[config.mk]
export PLATFORM = sky130hd
export DESIGN_NAME = lcdca_display_access
export DESIGN_NICKNAME = d
export VERILOG_FILES = /design/src/rtl/lcdca_pkg.sv /design/src/rtl/lcdca_display_access.sv
export SDC_FILE = /design/constraint.sdc
export NUM_CORES = 1
export LEC_CHECK = 0
export BUFFER_PORTS_ARGS = -buffer_cell sky130_fd_sc_hd__buf_2
export CAP_MARGIN = 20
export CELL_PAD_IN_SITES_DETAIL_PLACEMENT = 1
export CELL_PAD_IN_SITES_GLOBAL_PLACEMENT = 1
export CORE_ASPECT_RATIO = 0.7
export CORE_MARGIN = 5
export CORE_UTILIZATION = 30
export DETAILED_ROUTE_END_ITERATION = 8
export HOLD_SLACK_MARGIN = 0.08
export PLACE_DENSITY_LB_ADDON = 0.3
export SYNTH_ARGS = -nofsm -noshare
export SYNTH_HDL_FRONTEND = slang
export SYNTH_SLANG_ARGS = --single-unit
[constraint.sdc]
create_clock -name clock -period 3.3 [get_ports clock]
set_clock_uncertainty 0.1 [all_clocks]
set_input_delay 0.33 -clock clock [delete_from_list [all_inputs] [get_ports clock]]
set_output_delay 0.33 -clock clock [all_outputs]
set_load 0.02 [all_outputs]
[src/rtl/lcdca_pkg.sv]
// Constants and types of the segment display clock and data access block
// How it works
// Source field picks system, crystal or oscillator clock
// Divider field divides selected clock by 1..32
// Low-speed sources keep display running in power-down
// Software starts crystal before selecting it
// Crystal source removes segments 29 and 30
// Five-bit pointer selects the display register
// Software loads pointer before data port access
// Data port write stores into pointed register
// Data bit one darkens, zero clears pixel
// Four registers hold 32 segment enable bits
// Enabled segment reads port data bit as zero
// All registers reset to zero
// Global enable gates common and segment outputs
// Sixth duty ignores enables of segments 0, 1
// Pixel data moves to drivers on frame clock
package lcdca_pkg;
    // Register byte addresses
    localparam logic [7:0] SEG_EN_LOW_ADDR = 8'hE5;
    localparam logic [7:0] SEG_EN_SECOND_ADDR = 8'hE6;
    localparam logic [7:0] SEG_EN_THIRD_ADDR = 8'hE7;
    localparam logic [7:0] SEG_EN_HIGH_ADDR = 8'hEE;
    localparam logic [7:0] CLOCK_CONTROL_ADDR = 8'hFA;
    localparam logic [7:0] DATA_POINTER_ADDR = 8'hFB;
    localparam logic [7:0] DATA_PORT_ADDR = 8'hFC;
    // Field positions and widths
    localparam int SOURCE_LSB = 4;
    localparam int SOURCE_W = 2;
    localparam int DIVIDER_LSB = 0;
    localparam int DIVIDER_W = 3;
    localparam int POINTER_W = 5;
    localparam int PIXEL_W = 6;
    localparam int SEGMENTS = 32;
    localparam int ENABLE_GROUP_W = 8;
    // Reset values
    localparam logic [7:0] REG_RESET = 8'h00;
    localparam logic [7:0] READ_ZERO = 8'h00;
    // Clock source codes
    localparam logic [1:0] SRC_SYSTEM = 2'h0;
    localparam logic [1:0] SRC_CRYSTAL = 2'h1;
    localparam logic [1:0] SRC_INT_OSC = 2'h2;
    // Highest legal divider code, 1/32
    localparam logic [2:0] DIV_MAX_CODE = 3'h5;
    // Prescaler exponents
    localparam int SYS_PRESCALE_LOG = 12;
    localparam int LOW_PRESCALE_LOG = 4;
    // Pins lost to the crystal, pins turned into commons by sixth duty
    localparam int CRYSTAL_IN_SEG = 29;
    localparam int CRYSTAL_OUT_SEG = 30;
    localparam int COM4_SEG = 0;
    localparam int COM5_SEG = 1;
    // Duty codes and common counts
    localparam logic [1:0] DUTY_QUARTER = 2'h0;
    localparam logic [1:0] DUTY_THIRD = 2'h1;
    localparam logic [1:0] DUTY_SIXTH = 2'h2;
    localparam logic [2:0] COMS_QUARTER = 3'h4;
    localparam logic [2:0] COMS_THIRD = 3'h3;
    localparam logic [2:0] COMS_SIXTH = 3'h6;

    // Register bus request
    typedef struct packed {
        logic [7:0] addr;
        logic [7:0] wrData;
        logic wrStb;
        logic rdStb;
    } lcdca_bus_s;

    // Scan state, one-hot
    typedef enum logic [1:0] {
        SCAN_IDLE = 2'b01,
        SCAN_RUN = 2'b10
    } lcdca_scan_e;
endpackage

[src/rtl/lcdca_display_access.sv]
// Frame clock generation, display data access and segment enables
module lcdca_display_access #(
    parameter int SYS_LOG = lcdca_pkg::SYS_PRESCALE_LOG,
    parameter int LOW_LOG = lcdca_pkg::LOW_PRESCALE_LOG
) (
    // Clock and reset
    input wire logic clock,
    input wire logic reset,
    // Register port
    input wire lcdca_pkg::lcdca_bus_s busReq,
    output logic [7:0] rdData_ff,
    // Low-speed clock ticks and core power state
    input wire logic crystalTick,
    input wire logic intOscTick,
    input wire logic powerDown,
    // Settings held by the control register
    input wire logic displayDriverEnable,
    input wire logic [1:0] dutySel,
    // Shared I/O port data
    input wire logic [31:0] ioPinData,
    output logic [31:0] ioReadData_ff,
    // Driver side
    output logic frameTick_ff,
    output logic [2:0] comIndex_ff,
    output logic comActive_ff,
    output logic [31:0] segmentOutputEnable_ff,
    output logic [31:0] segPixel_ff
);
    localparam int PW = lcdca_pkg::PIXEL_W;
    localparam int NSEG = lcdca_pkg::SEGMENTS;
    localparam int GW = lcdca_pkg::ENABLE_GROUP_W;

    // Counters must fit the prescalers
    if (SYS_LOG < 1 || SYS_LOG > 16 || LOW_LOG < 1 || LOW_LOG > 16)
    begin : g_bad_prescale
        $error("prescaler exponent out of range");
    end
    // Pointer must reach every register; enables come in four bytes
    if ((1 << lcdca_pkg::POINTER_W) != NSEG || NSEG != 4 * GW)
    begin : g_bad_layout
        $error("display register layout mismatch");
    end

    logic [1:0] frameClockSourceSel_ff;
    logic [2:0] frameClockDivider_ff;
    logic [4:0] displayDataPointer_ff;
    logic [NSEG-1:0] segEnable_ff;
    logic [PW-1:0] pixelMem [NSEG];
    logic [SYS_LOG-1:0] sysPre_ff;
    logic [LOW_LOG-1:0] lowPre_ff;
    logic srcTick_ff;
    logic [4:0] postDiv_ff;
    logic [4:0] divMask;
    logic divTick;
    logic [2:0] comCount;
    logic [NSEG-1:0] nxt_segOe;
    lcdca_pkg::lcdca_scan_e scan_ff;

    // Writes to the clock control fields
    always_ff @(posedge clock)
    begin
        if (reset)
        begin
            frameClockSourceSel_ff <= lcdca_pkg::SRC_SYSTEM;
            frameClockDivider_ff <= '0;
        end
        else if (busReq.wrStb &&
                 busReq.addr == lcdca_pkg::CLOCK_CONTROL_ADDR)
        begin
            frameClockSourceSel_ff <= busReq.wrData[
                lcdca_pkg::SOURCE_LSB +: lcdca_pkg::SOURCE_W];
            frameClockDivider_ff <= busReq.wrData[
                lcdca_pkg::DIVIDER_LSB +: lcdca_pkg::DIVIDER_W];
        end
    end

    // Pointer register
    always_ff @(posedge clock)
    begin
        if (reset)
        begin
            displayDataPointer_ff <= '0;
        end
        else if (busReq.wrStb &&
                 busReq.addr == lcdca_pkg::DATA_POINTER_ADDR)
        begin
            displayDataPointer_ff <=
                busReq.wrData[lcdca_pkg::POINTER_W-1:0];
        end
    end

    // Segment enables, one byte per register
    always_ff @(posedge clock)
    begin
        if (reset)
        begin
            segEnable_ff <= '0;
        end
        else if (busReq.wrStb)
        begin
            case (busReq.addr)
                lcdca_pkg::SEG_EN_LOW_ADDR:
                    segEnable_ff[0*GW +: GW] <= busReq.wrData;
                lcdca_pkg::SEG_EN_SECOND_ADDR:
                    segEnable_ff[1*GW +: GW] <= busReq.wrData;
                lcdca_pkg::SEG_EN_THIRD_ADDR:
                    segEnable_ff[2*GW +: GW] <= busReq.wrData;
                lcdca_pkg::SEG_EN_HIGH_ADDR:
                    segEnable_ff[3*GW +: GW] <= busReq.wrData;
                default:
                    segEnable_ff <= segEnable_ff;
            endcase
        end
    end

    // Display memory; a write lands where the pointer stands
    always_ff @(posedge clock)
    begin
        if (reset)
        begin
            for (int i = 0; i < NSEG; i++)
            begin
                pixelMem[i] <= '0;
            end
        end
        else if (busReq.wrStb &&
                 busReq.addr == lcdca_pkg::DATA_PORT_ADDR)
        begin
            pixelMem[displayDataPointer_ff] <= busReq.wrData[PW-1:0];
        end
    end

    // Read data, valid the cycle after the strobe only
    // Reserved positions are padded with zeros, never stored
    always_ff @(posedge clock)
    begin
        if (reset || !busReq.rdStb)
        begin
            rdData_ff <= lcdca_pkg::READ_ZERO;
        end
        else
        begin
            case (busReq.addr)
                lcdca_pkg::SEG_EN_LOW_ADDR:
                    rdData_ff <= segEnable_ff[0*GW +: GW];
                lcdca_pkg::SEG_EN_SECOND_ADDR:
                    rdData_ff <= segEnable_ff[1*GW +: GW];
                lcdca_pkg::SEG_EN_THIRD_ADDR:
                    rdData_ff <= segEnable_ff[2*GW +: GW];
                lcdca_pkg::SEG_EN_HIGH_ADDR:
                    rdData_ff <= segEnable_ff[3*GW +: GW];
                lcdca_pkg::CLOCK_CONTROL_ADDR:
                    rdData_ff <= {2'h0, frameClockSourceSel_ff, 1'b0,
                                  frameClockDivider_ff};
                lcdca_pkg::DATA_POINTER_ADDR:
                    rdData_ff <= {3'h0, displayDataPointer_ff};
                lcdca_pkg::DATA_PORT_ADDR:
                    rdData_ff <= {2'h0, pixelMem[displayDataPointer_ff]};
                default:
                    rdData_ff <= lcdca_pkg::READ_ZERO; // Unmapped reads zero
            endcase
        end
    end

    // Prescalers; system path stops in power-down, low-speed ones run on
    // Crystal and oscillator share one count; a source swap may
    // shorten the first frame but never stretches it
    always_ff @(posedge clock)
    begin
        if (reset)
        begin
            sysPre_ff <= '0;
            lowPre_ff <= '0;
            srcTick_ff <= 1'b0;
        end
        else
        begin
            srcTick_ff <= 1'b0;
            case (frameClockSourceSel_ff)
                lcdca_pkg::SRC_SYSTEM:
                begin
                    if (!powerDown)
                    begin
                        sysPre_ff <= sysPre_ff + 1'b1;
                        srcTick_ff <= &sysPre_ff;
                    end
                end
                lcdca_pkg::SRC_CRYSTAL:
                begin
                    if (crystalTick)
                    begin
                        lowPre_ff <= lowPre_ff + 1'b1;
                        srcTick_ff <= &lowPre_ff;
                    end
                end
                lcdca_pkg::SRC_INT_OSC:
                begin
                    if (intOscTick)
                    begin
                        lowPre_ff <= lowPre_ff + 1'b1;
                        srcTick_ff <= &lowPre_ff;
                    end
                end
                default:
                    srcTick_ff <= 1'b0; // Reserved source gives no clock
            endcase
        end
    end

    // Divider mask from code; reserved codes stop the frame clock
    always_comb
    begin
        divMask = 5'h00;
        divTick = 1'b0;
        if (frameClockDivider_ff <= lcdca_pkg::DIV_MAX_CODE)
        begin
            divMask = 5'(({1'b0, 5'h01} << frameClockDivider_ff) - 6'h01);
            divTick = srcTick_ff && ((postDiv_ff & divMask) == divMask);
        end
    end

    // Post divider counter, powers of two up to 32
    // Runs free, so the first period after a divider change can be short, never long
    always_ff @(posedge clock)
    begin
        if (reset)
        begin
            postDiv_ff <= '0;
        end
        else if (srcTick_ff)
        begin
            postDiv_ff <= postDiv_ff + 1'b1;
        end
    end

    // Number of commons scanned for the duty in use
    always_comb
    begin
        case (dutySel)
            lcdca_pkg::DUTY_THIRD:
                comCount = lcdca_pkg::COMS_THIRD;
            lcdca_pkg::DUTY_SIXTH:
                comCount = lcdca_pkg::COMS_SIXTH;
            default:
                comCount = lcdca_pkg::COMS_QUARTER;
        endcase
    end

    // Scan state follows the global enable
    always_ff @(posedge clock)
    begin
        if (reset)
        begin
            scan_ff <= lcdca_pkg::SCAN_IDLE;
        end
        else
        begin
            case (scan_ff)
                lcdca_pkg::SCAN_IDLE:
                    if (displayDriverEnable)
                    begin
                        scan_ff <= lcdca_pkg::SCAN_RUN;
                    end
                lcdca_pkg::SCAN_RUN:
                    if (!displayDriverEnable)
                    begin
                        scan_ff <= lcdca_pkg::SCAN_IDLE;
                    end
                default:
                    scan_ff <= lcdca_pkg::SCAN_IDLE;
            endcase
        end
    end

    // Common stepping and pixel transfer on each frame tick
    // Enable gates the outputs at once, not after the state steps
    always_ff @(posedge clock)
    begin
        if (reset || scan_ff != lcdca_pkg::SCAN_RUN ||
            !displayDriverEnable)
        begin
            frameTick_ff <= 1'b0;
            comIndex_ff <= '0;
            comActive_ff <= 1'b0;
            segPixel_ff <= '0;
        end
        else
        begin
            frameTick_ff <= divTick;
            comActive_ff <= 1'b1;
            if (divTick)
            begin
                // Snapshot keeps a mid-frame write from tearing a column
                for (int s = 0; s < NSEG; s++)
                begin
                    segPixel_ff[s] <= pixelMem[s][comIndex_ff];
                end
                if (comIndex_ff >= comCount - 3'h1)
                begin
                    comIndex_ff <= '0;
                end
                else
                begin
                    comIndex_ff <= comIndex_ff + 3'h1;
                end
            end
        end
    end

    // Effective segment enables after gating and pin sharing
    always_comb
    begin
        nxt_segOe = displayDriverEnable ? segEnable_ff : '0;
        if (dutySel == lcdca_pkg::DUTY_SIXTH)
        begin
            nxt_segOe[lcdca_pkg::COM4_SEG] = 1'b0;
            nxt_segOe[lcdca_pkg::COM5_SEG] = 1'b0;
        end
        if (frameClockSourceSel_ff == lcdca_pkg::SRC_CRYSTAL)
        begin
            nxt_segOe[lcdca_pkg::CRYSTAL_IN_SEG] = 1'b0;
            nxt_segOe[lcdca_pkg::CRYSTAL_OUT_SEG] = 1'b0;
        end
    end

    // Registered enables and masked port reads
    always_ff @(posedge clock)
    begin
        if (reset)
        begin
            segmentOutputEnable_ff <= '0;
            ioReadData_ff <= '0;
        end
        else
        begin
            segmentOutputEnable_ff <= nxt_segOe;
            // Enable bits gated by the global enable, not by pin sharing, mask reads; port latch writes are untouched
            ioReadData_ff <= ioPinData &
                ~(segEnable_ff & {NSEG{displayDriverEnable}});
        end
    end
endmodule

==> results of run 1 <==
## synthesized netlist by cell type (10+ instances only)
cell / instances
nor2_1: 71
dfxtp_1: 180
nand2b_1: 11
mux4_2: 81
xor2_1: 14
mux2_2: 11
ha_1: 12
o22ai_1: 44
a211oi_1: 33
nand3_1: 18
nor3_1: 69
a21oi_1: 69
buf_2: 23
o21ai_0: 10
or2_2: 32
nand2_1: 77
and2_1: 222
mux2i_1: 66
inv_1: 74
edfxtp_1: 192
clkbuf_1: 90
## routing by layer
layer  GRT usage, %  vias to the layer above
met5              0                        -
met4           4.70                        0
met3           4.63                       85
met2           26.8                      388
met1           26.4                     6549
li1               -                     5766
## where the power goes
part           switching [W]  leakage, nW  internal [W]
clock                0.00193        0.652       0.00273
combinational       0.000310         3.64      0.000182
sequential         0.0000766         3.44       0.00496
## kinds of logic (layout without fill, tap and decap cells)
logic type               count (synthesis)  count (layout)  share of synthesized area [%]
flip-flops                             372             372                           53.5
AND/OR/NAND/NOR                        570             570                           18.4
adder cells (fa/ha/maj)                 12              12                          0.858
other                                    0               2                              0
XOR/XNOR                                20              20                           1.00
buffers and inverters                  195             387                           4.50
AO/OA/AOI/OAI                          192             192                           6.85
multiplexers                           158             158                           14.9
## state kept, by name, summed over array words and instances (netlist names), 4 cells and up, named ones only
name                    count
displayDataPointer_ff       5
ioReadData_ff              32
lowPre_ff                   4
pixelMem                  192
postDiv_ff                  5
rdData_ff                   8
segEnable_ff               32
segPixel_ff                32
segmentOutputEnable_ff     32
sysPre_ff                  12
## stage by stage
| step | hold WS, ps | power (W) | utilization (%) | worst slack (ps) | std cells |
|---|---|---|---|---|---|
| after floorplan | 340 | 0.00536 | - | 639 | 1519 |
| after detailed placement | 392 | 0.00559 | 33.0 | 215 | 2363 |
| after global placement | 383 | 0.00558 | 33.0 | 390 | 2363 |
| final | 125 | 0.0102 | 35.9 | 557 | 2473 |
| after CTS | 88.1 | 0.0103 | 35.8 | 554 | 2471 |
| after global routing | 134 | 0.0105 | 35.9 | 375 | 2472 |
## worst paths after layout
check	end	startpoint
setup reg to reg	segPixel_ff[27]$_SDFFE_PN0P_	frameClockDivider_ff[2]$_SDFFE_PP0P_
hold / removal	segmentOutputEnable_ff[1]$_SDFF_PP0_	dutySel[1]
hold reg to reg	segEnable_ff[6]$_SDFFE_PP0P_	segEnable_ff[6]$_SDFFE_PP0P_
setup / recovery	segPixel_ff[27]$_SDFFE_PN0P_	frameClockDivider_ff[2]$_SDFFE_PP0P_
## critical path, cell delays in order, from the launching register on
cell,delay [ps]
dfxtp_1,380
or3_1,390
ha_1,260
nor2b_1,150
o21bai_1,300
buf_4,200
a21o_1,180
buf_4,350
a21oi_1,130
nor3_1,210
## cell type report
type | instances | area [um2]
Sequential cell | 372 | 9380
Fill cell | 6332 | 37200
Clock buffer | 61 | 1190
Inverter | 74 | 278
Multi-Input combinational cell | 952 | 7360
Timing Repair Buffer | 239 | 1520
Clock inverter | 13 | 145
Tap cell | 760 | 951
Antenna cell | 2 | 5.00
==> flow_summary.yaml, run 1 <==
die:
  dieArea_um2: 63300
  io_pins: 167
  initial_utilization_pct: 30.1
  die_x_um: 299
  coreArea_um2: 58100
  rows: 74
  die_h_um: 212
synth:
  synth_ff_type: "edfxtp_1"
  yosys_register_bits: 372
  syn_inst: 1519
  yosysSeqAreaShare_pct: 53.5
  synth_nets: 1589
  synth_top_cell_by_area: "edfxtp_1"
  synth_edf_count: 192
  async_flop_share_pct: 0
  ys_types: 64
  syn-mean-instance-area_um2: 11.5
  yosys-top-cells-area: "edfxtp_1, dfxtp_1, mux4_2"
  synth.cell_area_um2: 17500
  yosys.area.top_type_share_pct: 32.9
  ys_warn_count: 0
routing:
  post_drt_wl_per_cell_um: 23.6
  highest_layer: "met4"
  routed-wl-met2_um: 24800
  via_count: 12788
  ant_nets: 0
  vias_per_cell: 5.17
  first_iter_violations: 1083
  drt_wl_total_um: 58300
  wl_met1_um: 27700
  dr.pass1.iters: 5
  route.detailed.drc: 0
  wl_met3_um: 4520
clocking:
  cts.clk_slew.worst_paths_ps: 60
  clockBufferDepth: 3
  post-cts-setup-buffers: 0
  cts.sinks: 372
  post_cts_resized: 0
  hold_buffers: 34
  cts_buffers: 42
  tritoncts: "built"
  clk_root_buffer_cell: "clkbuf_16"
  htreeDepth: 2
  clock_latency_ps: 560
timing:
  timing.final.crit_share_pct: 83.1
  max_freq_mhz: 365
  rsz0062_at_grt: "false"
  final.setup.tns_ps: 0
  setup_viol: 0
  min_period_ps: 2740
  relSlewSlack_pct: 26.7
  finalMaxSlewViolations: 0
  hold_viol: 0
  worst_slew_pin_slew_ps: 1100
grt:
  grt_max_degree: 131
  grt_pass1_wl_um: 87200
  globalRoute.totalOverflow: 0
  grtUsageTotal_pct: 18.1
  antenna_found_initial: 1
  grt_pass1_vias: 13206
job:
  cap_violations: 0
place:
  place_congestion: 0.850
  dp_hpwl_um: 40200
  place_area_um2: 19100
  port-buffer-count: 166
critical_path:
  critPathKind: "reg2reg"
  endpoint_kind: "flip-flop"
  rrSetupSlack_ps: 560
  worstPathArrival_ps: 3110
  start_kind: "flip-flop"
  crit_fanout: 32
  r2r_cells: 9
  required_ps: 3670
pwr:
  p_per_area_nw_per_um2: 489
  leakage_nw: 7.73
  vdd_drop_max_mv: 0.308
final_layout:
  layout_commonest_cell: "and2_1"
  layout_common_cells: "and2_1, edfxtp_1, dfxtp_1"
  drive_above_1_share_pct: 23.9
  area_growth_pct: 18.9
  nNetsFinal: 1751
  fin_area_um2: 20800
worst_hold_path:
  hold_path_depth: 3
  hold_path.class: "in2reg"
run_status:
  run_status: "completed"
Power figures use the tool's default switching activity.
==> run 2, diff against run 1 <==
- ABC_AREA: not set -> 1
- clock period: 3.3 -> 2.4 ns (I/O delays scaled with it)
==> run 2 against run 1 <==
  * First-iteration DRC count up 30%
  * Via count up 27%
  * Routed wire length up 13%
  * Setup slack worse by 390 ps
  * Sequential power up 37%
  * Register-to-register slack worse by 360 ps
  * Critical path type is now in2reg
  * Largest cell class unchanged
  * Largest power group unchanged
  * Highest routed layer is now met5
==> flow_summary.yaml, run 2 <==
run_status:
  run_status: "completed"
clocking:
  clock_latency_ps: 560
  clockBufferDepth: 3
  cts.clk_slew.worst_paths_ps: 70
  tritoncts: "built"
  htreeDepth: 2
  post-cts-setup-buffers: 0
  cts_buffers: 39
  clk_root_buffer_cell: "clkbuf_16"
  cts.sinks: 372
pwr:
  p_seq_share_pct: 48.4
  combPwrFrac_pct: 5.2
  vdd_drop_max_mv: 0.445
  switching_share_pct: 22.9
  p_per_area_nw_per_um2: 664
  power.switching_w: 0.00326
  internal-power_w: 0.0110
  leakage_nw: 8.92
  clkPwrFrac_pct: 46.4
synth:
  ys_warn_count: 0
  syn_inst: 2192
  async_flop_share_pct: 0
  synth_top_cell_by_area: "edfxtp_1"
  netlist_top_cells_count: "nand2_1, nor2_1, o21ai_0, inv_1, edfxtp_1"
  yosys.area.top_type_share_pct: 33.4
  synth_edf_count: 192
  synth_ff_type: "edfxtp_1"
  syn-mean-instance-area_um2: 7.87
  synth.cell_area_um2: 17300
  ys_types: 34
  yosys-top-cells-area: "edfxtp_1, dfxtp_1, nand2_1"
  synth_nets: 2262
  yosys_register_bits: 372
  synth_most_common_cell: "nand2_1"
  yosysSeqAreaShare_pct: 54.3
grt:
  grtUsageTotal_pct: 20.4
  antenna_found_initial: 3
  grt_pass1_wl_um: 98500
  globalRoute.totalOverflow: 0
  grt_pass1_vias: 16463
  grt_max_degree: 85
routing:
  drt_wl_total_um: 65800
  post_drt_wl_per_cell_um: 20.5
  first_iter_violations: 1405
  route.detailed.drc: 0
  via_count: 16193
  ant_nets: 0
  vias_per_cell: 5.05
  dr.pass1.iters: 6
worst_hold_path:
  hold_path.class: "in2reg"
  min-delay-start: "dutySel[0]"
  hold_path_depth: 5
timing:
  min_period_ps: 2230
  hold_viol: 0
  worst_slew_pin_slew_ps: 673
  finalMaxSlewViolations: 0
  relSlewSlack_pct: 55.1
  rsz0062_at_grt: "false"
  worst_slack_ps: 166
  timing.final.crit_share_pct: 93.1
  setup_viol: 0
  max_freq_mhz: 448
final_layout:
  fin_area_um2: 21400
  fin_util_pct: 37.6
  fillers: 6892
  layout_common_cells: "nand2_1, nor2_1, o21ai_0"
  nNetsFinal: 2495
  area_growth_pct: 24.1
  layout_commonest_cell: "nand2_1"
  top_register: "pixelMem"
  largest_reg_flops: 192
  drive_above_1_share_pct: 14.5
critical_path:
  endpoint_kind: "flip-flop"
  cp_slowest_stage_delay_ps: 540
  required_ps: 2550
  crit_chain: "dlygate4sd3_1 > buf_2 > inv_1 > nand3_2 > nor3_4 > nand3_4 > nor3_4 > nand2_1 > nand2_1"
  crit_slowest_cell: "dlygate4sd3_1"
  rrSetupSlack_ps: 200
  crit_path_start: "busReq[10]"
  critPathCapture: "pixelMem[24][1]$_SDFFCE_PN0P_"
  crit_fanout: 7
  r2r_cells: 9
  worstPathArrival_ps: 2380
  reg2reg_to: "comIndex_ff[0]$_SDFFE_PN0P_"
  start_kind: "input pin"
  rr_startpoint: "frameClockDivider_ff[2]$_SDFFE_PP0P_"
  critPathKind: "in2reg"
place:
  dp_slack_ps: -39.4
  place_area_um2: 19500
  port-buffer-count: 166
  place_congestion: 0.875
  dp_hpwl_um: 45800
die:
  die_h_um: 211
  initial_utilization_pct: 30.3
  dieArea_um2: 62500
  rows: 73
  io_pins: 167
  coreArea_um2: 56900
  die_x_um: 297
job:
  cap_violations: 0
[run 2: cells by family after synthesis]
logic type                 synth area share [%]
buffers and inverters                      7.80
adders and majority gates                 0.870
AOI/OAI and AO/OA                          12.5
DFF                                        54.3
xor gates and xnor gates                 0.0508
and+or+nand+nor                            24.5
[run 2: critical path: cells and delay by family]
kind	cells	cell delay (ps)
buffers and inverters	3	760
AND/OR/NAND/NOR	6	1360
[run 2: metal layers]
| metal | global-route usage [%] | part of all wire, % | up-vias |
|---|---|---|---|
| li1 | - | - | 7618 |
| met1 | 29.9 | 47 | 8047 |
| met2 | 31.5 | 44 | 451 |
| met3 | 4.39 | 7.9 | 75 |
| met4 | 3.46 | 1.5 | 2 |
| met5 | 0 | 0.015 | - |
[run 2: cell type report]
| type | instances | area (um2) | share of cell area (%) |
|---|---|---|---|
| antenna | 1 | 2.50 | 0.0117 |
| clock buffer | 54 | 1150 | 5.38 |
| clock inverter | 18 | 238 | 1.11 |
| inverter | 231 | 867 | 4.05 |
| multi-input combinational | 1465 | 6570 | 30.7 |
| sequential | 372 | 9380 | 43.8 |
| tap | 750 | 938 | 4.38 |
| timing repair buffer | 316 | 2260 | 10.6 |
[run 2: metrics by stage]
stage	total power (W)	instances	TNS, ps	hold WS, ps
finish	0.0142	3207	0	165
floorplan	0.00735	2192	0	261
global route	0.0146	3207	0	185
CTS	0.0144	3206	0	114
detailed placement	0.00769	3086	-236	321
global placement	0.00767	3086	0	319
[run 2: worst min-delay path by stage]
stage	end
floorplan	ioReadData_ff[17]$_SDFF_PP0_
global placement	ioReadData_ff[0]$_SDFF_PP0_
detailed placement	ioReadData_ff[0]$_SDFF_PP0_
CTS	rdData_ff[6]$_SDFF_PP0_
global route	segEnable_ff[26]$_SDFFE_PP0P_
finish	segmentOutputEnable_ff[0]$_SDFF_PP0_
[run 2: timing repair]
item | in CTS | in global routing
resized for setup | 0 | 7
hold buffers | 48 | 0
endpoints found under the hold margin | 95 | 0
endpoints found under the setup margin | 0 | 29
[run 2: power by group through the flow]
stage | sequential, W | clock (W) | combinational, W
after CTS | 0.00689 | 0.00674 | 0.000728
after global routing | 0.00690 | 0.00695 | 0.000795
after detailed placement | 0.00702 | 0 | 0.000664
after global placement | 0.00702 | 0 | 0.000649
after floorplan | 0.00703 | 0 | 0.000317
final | 0.00689 | 0.00660 | 0.000736
==> run 3, diff against run 2 <==
- clock period: 2.4 -> 1.8 ns (I/O delays scaled with it)
==> run 3 against run 2 <==
  * The flow now finishes with violations (setup timing)
  * Power increased by 35%
  * Die area unchanged
  * Global-route usage increased by 1.0 points
  * Non-clock buffer count increased by 137
  * Worst hold slack got worse by 36 ps
  * Routed wire length increased by 6.5%
  * Sequential share of layout area decreased by 4.5 points
==> flow_summary.yaml, run 3 (synthesis results as in run 2) <==
run_status:
  run_status: "finished with violations"
  violations: "setup timing"
routing:
  vias_per_cell: 5.06
  ant_nets: 0
  via_count: 16930
  dr.pass1.iters: 5
  route.detailed.drc: 0
  drt_wl_total_um: 70100
  first_iter_violations: 1337
  post_drt_wl_per_cell_um: 21.0
timing:
  timing.final.crit_share_pct: 110
  worst_slack_ps: -177
  hold_viol: 0
  relSlewSlack_pct: 53.4
  worst_slew_pin_slew_ps: 699
  hold_ws_ps: 129
  setup_viol: 37
  final.setup.tns_ps: -4460
  finalMaxSlewViolations: 0
  min_period_ps: 1980
  rsz0062_at_grt: "true"
  max_freq_mhz: 506
final_layout:
  nNetsFinal: 2634
  multiInputGateArea_um2: 7420
  num_antenna_cells: 0
  top_register: "pixelMem"
  layout_common_cells: "nand2_1, nor2_1, inv_1"
  layout_commonest_cell: "nand2_1"
  largest_reg_flops: 192
  drive_above_1_share_pct: 25.9
  area_growth_pct: 38.4
  seqCellArea_um2: 9380
  fillers: 6704
critical_path:
  worstPathArrival_ps: 2350
  crit_fanout: 4
  critPathKind: "reg2reg"
  required_ps: 2170
  start_kind: "flip-flop"
  endpoint_kind: "flip-flop"
job:
  cap_violations: 0
grt:
  globalRoute.totalOverflow: 0
  grt_pass1_wl_um: 103000
  grt_pass1_vias: 17216
  grtUsageTotal_pct: 21.4
  grt_max_degree: 74
  antenna_found_initial: 0
die:
  coreArea_um2: 56900
  io_pins: 167
  die_x_um: 297
  rows: 73
  dieArea_um2: 62500
  die_h_um: 211
  initial_utilization_pct: 30.3
place:
  port-buffer-count: 166
  dp_hpwl_um: 46200
  dp_slack_ps: -283
  place_congestion: 0.853
pwr:
  p_per_area_nw_per_um2: 804
  leakage_nw: 10.2
  vdd_drop_max_mv: 0.481
clocking:
  htreeDepth: 2
  tritoncts: "built"
  clk_root_buffer_cell: "clkbuf_16"
  cts.clk_slew.worst_paths_ps: 70
  clock_latency_ps: 570
  cts.sinks: 372
  cts_buffers: 41
  clockBufferDepth: 3
worst_hold_path:
  hold_path.class: "in2reg"
-- run 3: area by class of cell --
cell class / count / area share (%)
clock buffer: 57 / 5.39
tap: 750 / 3.93
inverter: 231 / 3.73
clock inverter: 16 / 0.566
sequential: 372 / 39.3
multi-input combinational: 1465 / 31.1
timing repair buffer: 453 / 16.0
-- run 3: final timing paths --
kind	from	to	slack (ps)	depth (start not counted)
setup / recovery	frameClockDivider_ff[0]$_SDFFE_PP0P_	comIndex_ff[1]$_SDFFE_PN0P_	-180	11
hold / removal	reset	segmentOutputEnable_ff[18]$_SDFF_PP0_	130	3
setup reg to reg	frameClockDivider_ff[0]$_SDFFE_PP0P_	comIndex_ff[1]$_SDFFE_PN0P_	-180	11
hold reg to reg	segPixel_ff[22]$_SDFFE_PN0P_	segPixel_ff[22]$_SDFFE_PN0P_	370	2
-- run 3: timing repair --
action | 4_1_cts | 5_1_grt
hold buffers | 68 | 0
pin swaps | 11 | 65
endpoints found under the hold margin | 122 | 0
cloned | 5 | 9
setup endpoints to repair | 46 | 78
gates resized for setup | 73 | 176
setup buffers | 9 | 6
-- run 3: worst max-delay path, cell delays in order (launching register included) --
cell and delay, ps:
dfxtp_4 370, inv_4 60, nand3_4 80, ha_4 270, o21ai_2 50, a21oi_2 160
nand3_4 190, buf_8 210, buf_12 130, nor2_4 100, nand3_2 90, o31ai_2 80
-- run 3: power by group --
group | switching [W] | leakage [nW] | internal (W)
Sequential | 0.000102 | 3.45 | 0.00908
Combinational | 0.000747 | 6.06 | 0.000393
Clock | 0.00370 | 0.711 | 0.00519
Total | 0.00455 | 10.2 | 0.0147
-- run 3: metrics by stage --
| step | power (W) | utilization (%) | cells | instance area (um2) |
|---|---|---|---|---|
| final | 0.0192 | 42.0 | 3344 | 23900 |
| after global routing | 0.0198 | 42.0 | 3344 | 23900 |
| after CTS | 0.0193 | 40.5 | 3330 | 23000 |
| after detailed placement | 0.0103 | 35.9 | 3175 | 20400 |
| after global placement | 0.0103 | 35.9 | 3175 | 20400 |
| after floorplan | 0.00981 | - | 2192 | 17300 |
-- run 3: routing by layer --
metal / track usage (%) / up-vias / routed length (um)
met3: 4.65 / 94 / 5160
met2: 33.1 / 532 / 31700
li1: - / 7909 / -
met5: 0 / - / 0
met4: 5.02 / 0 / 1330
met1: 30.7 / 8395 / 31900
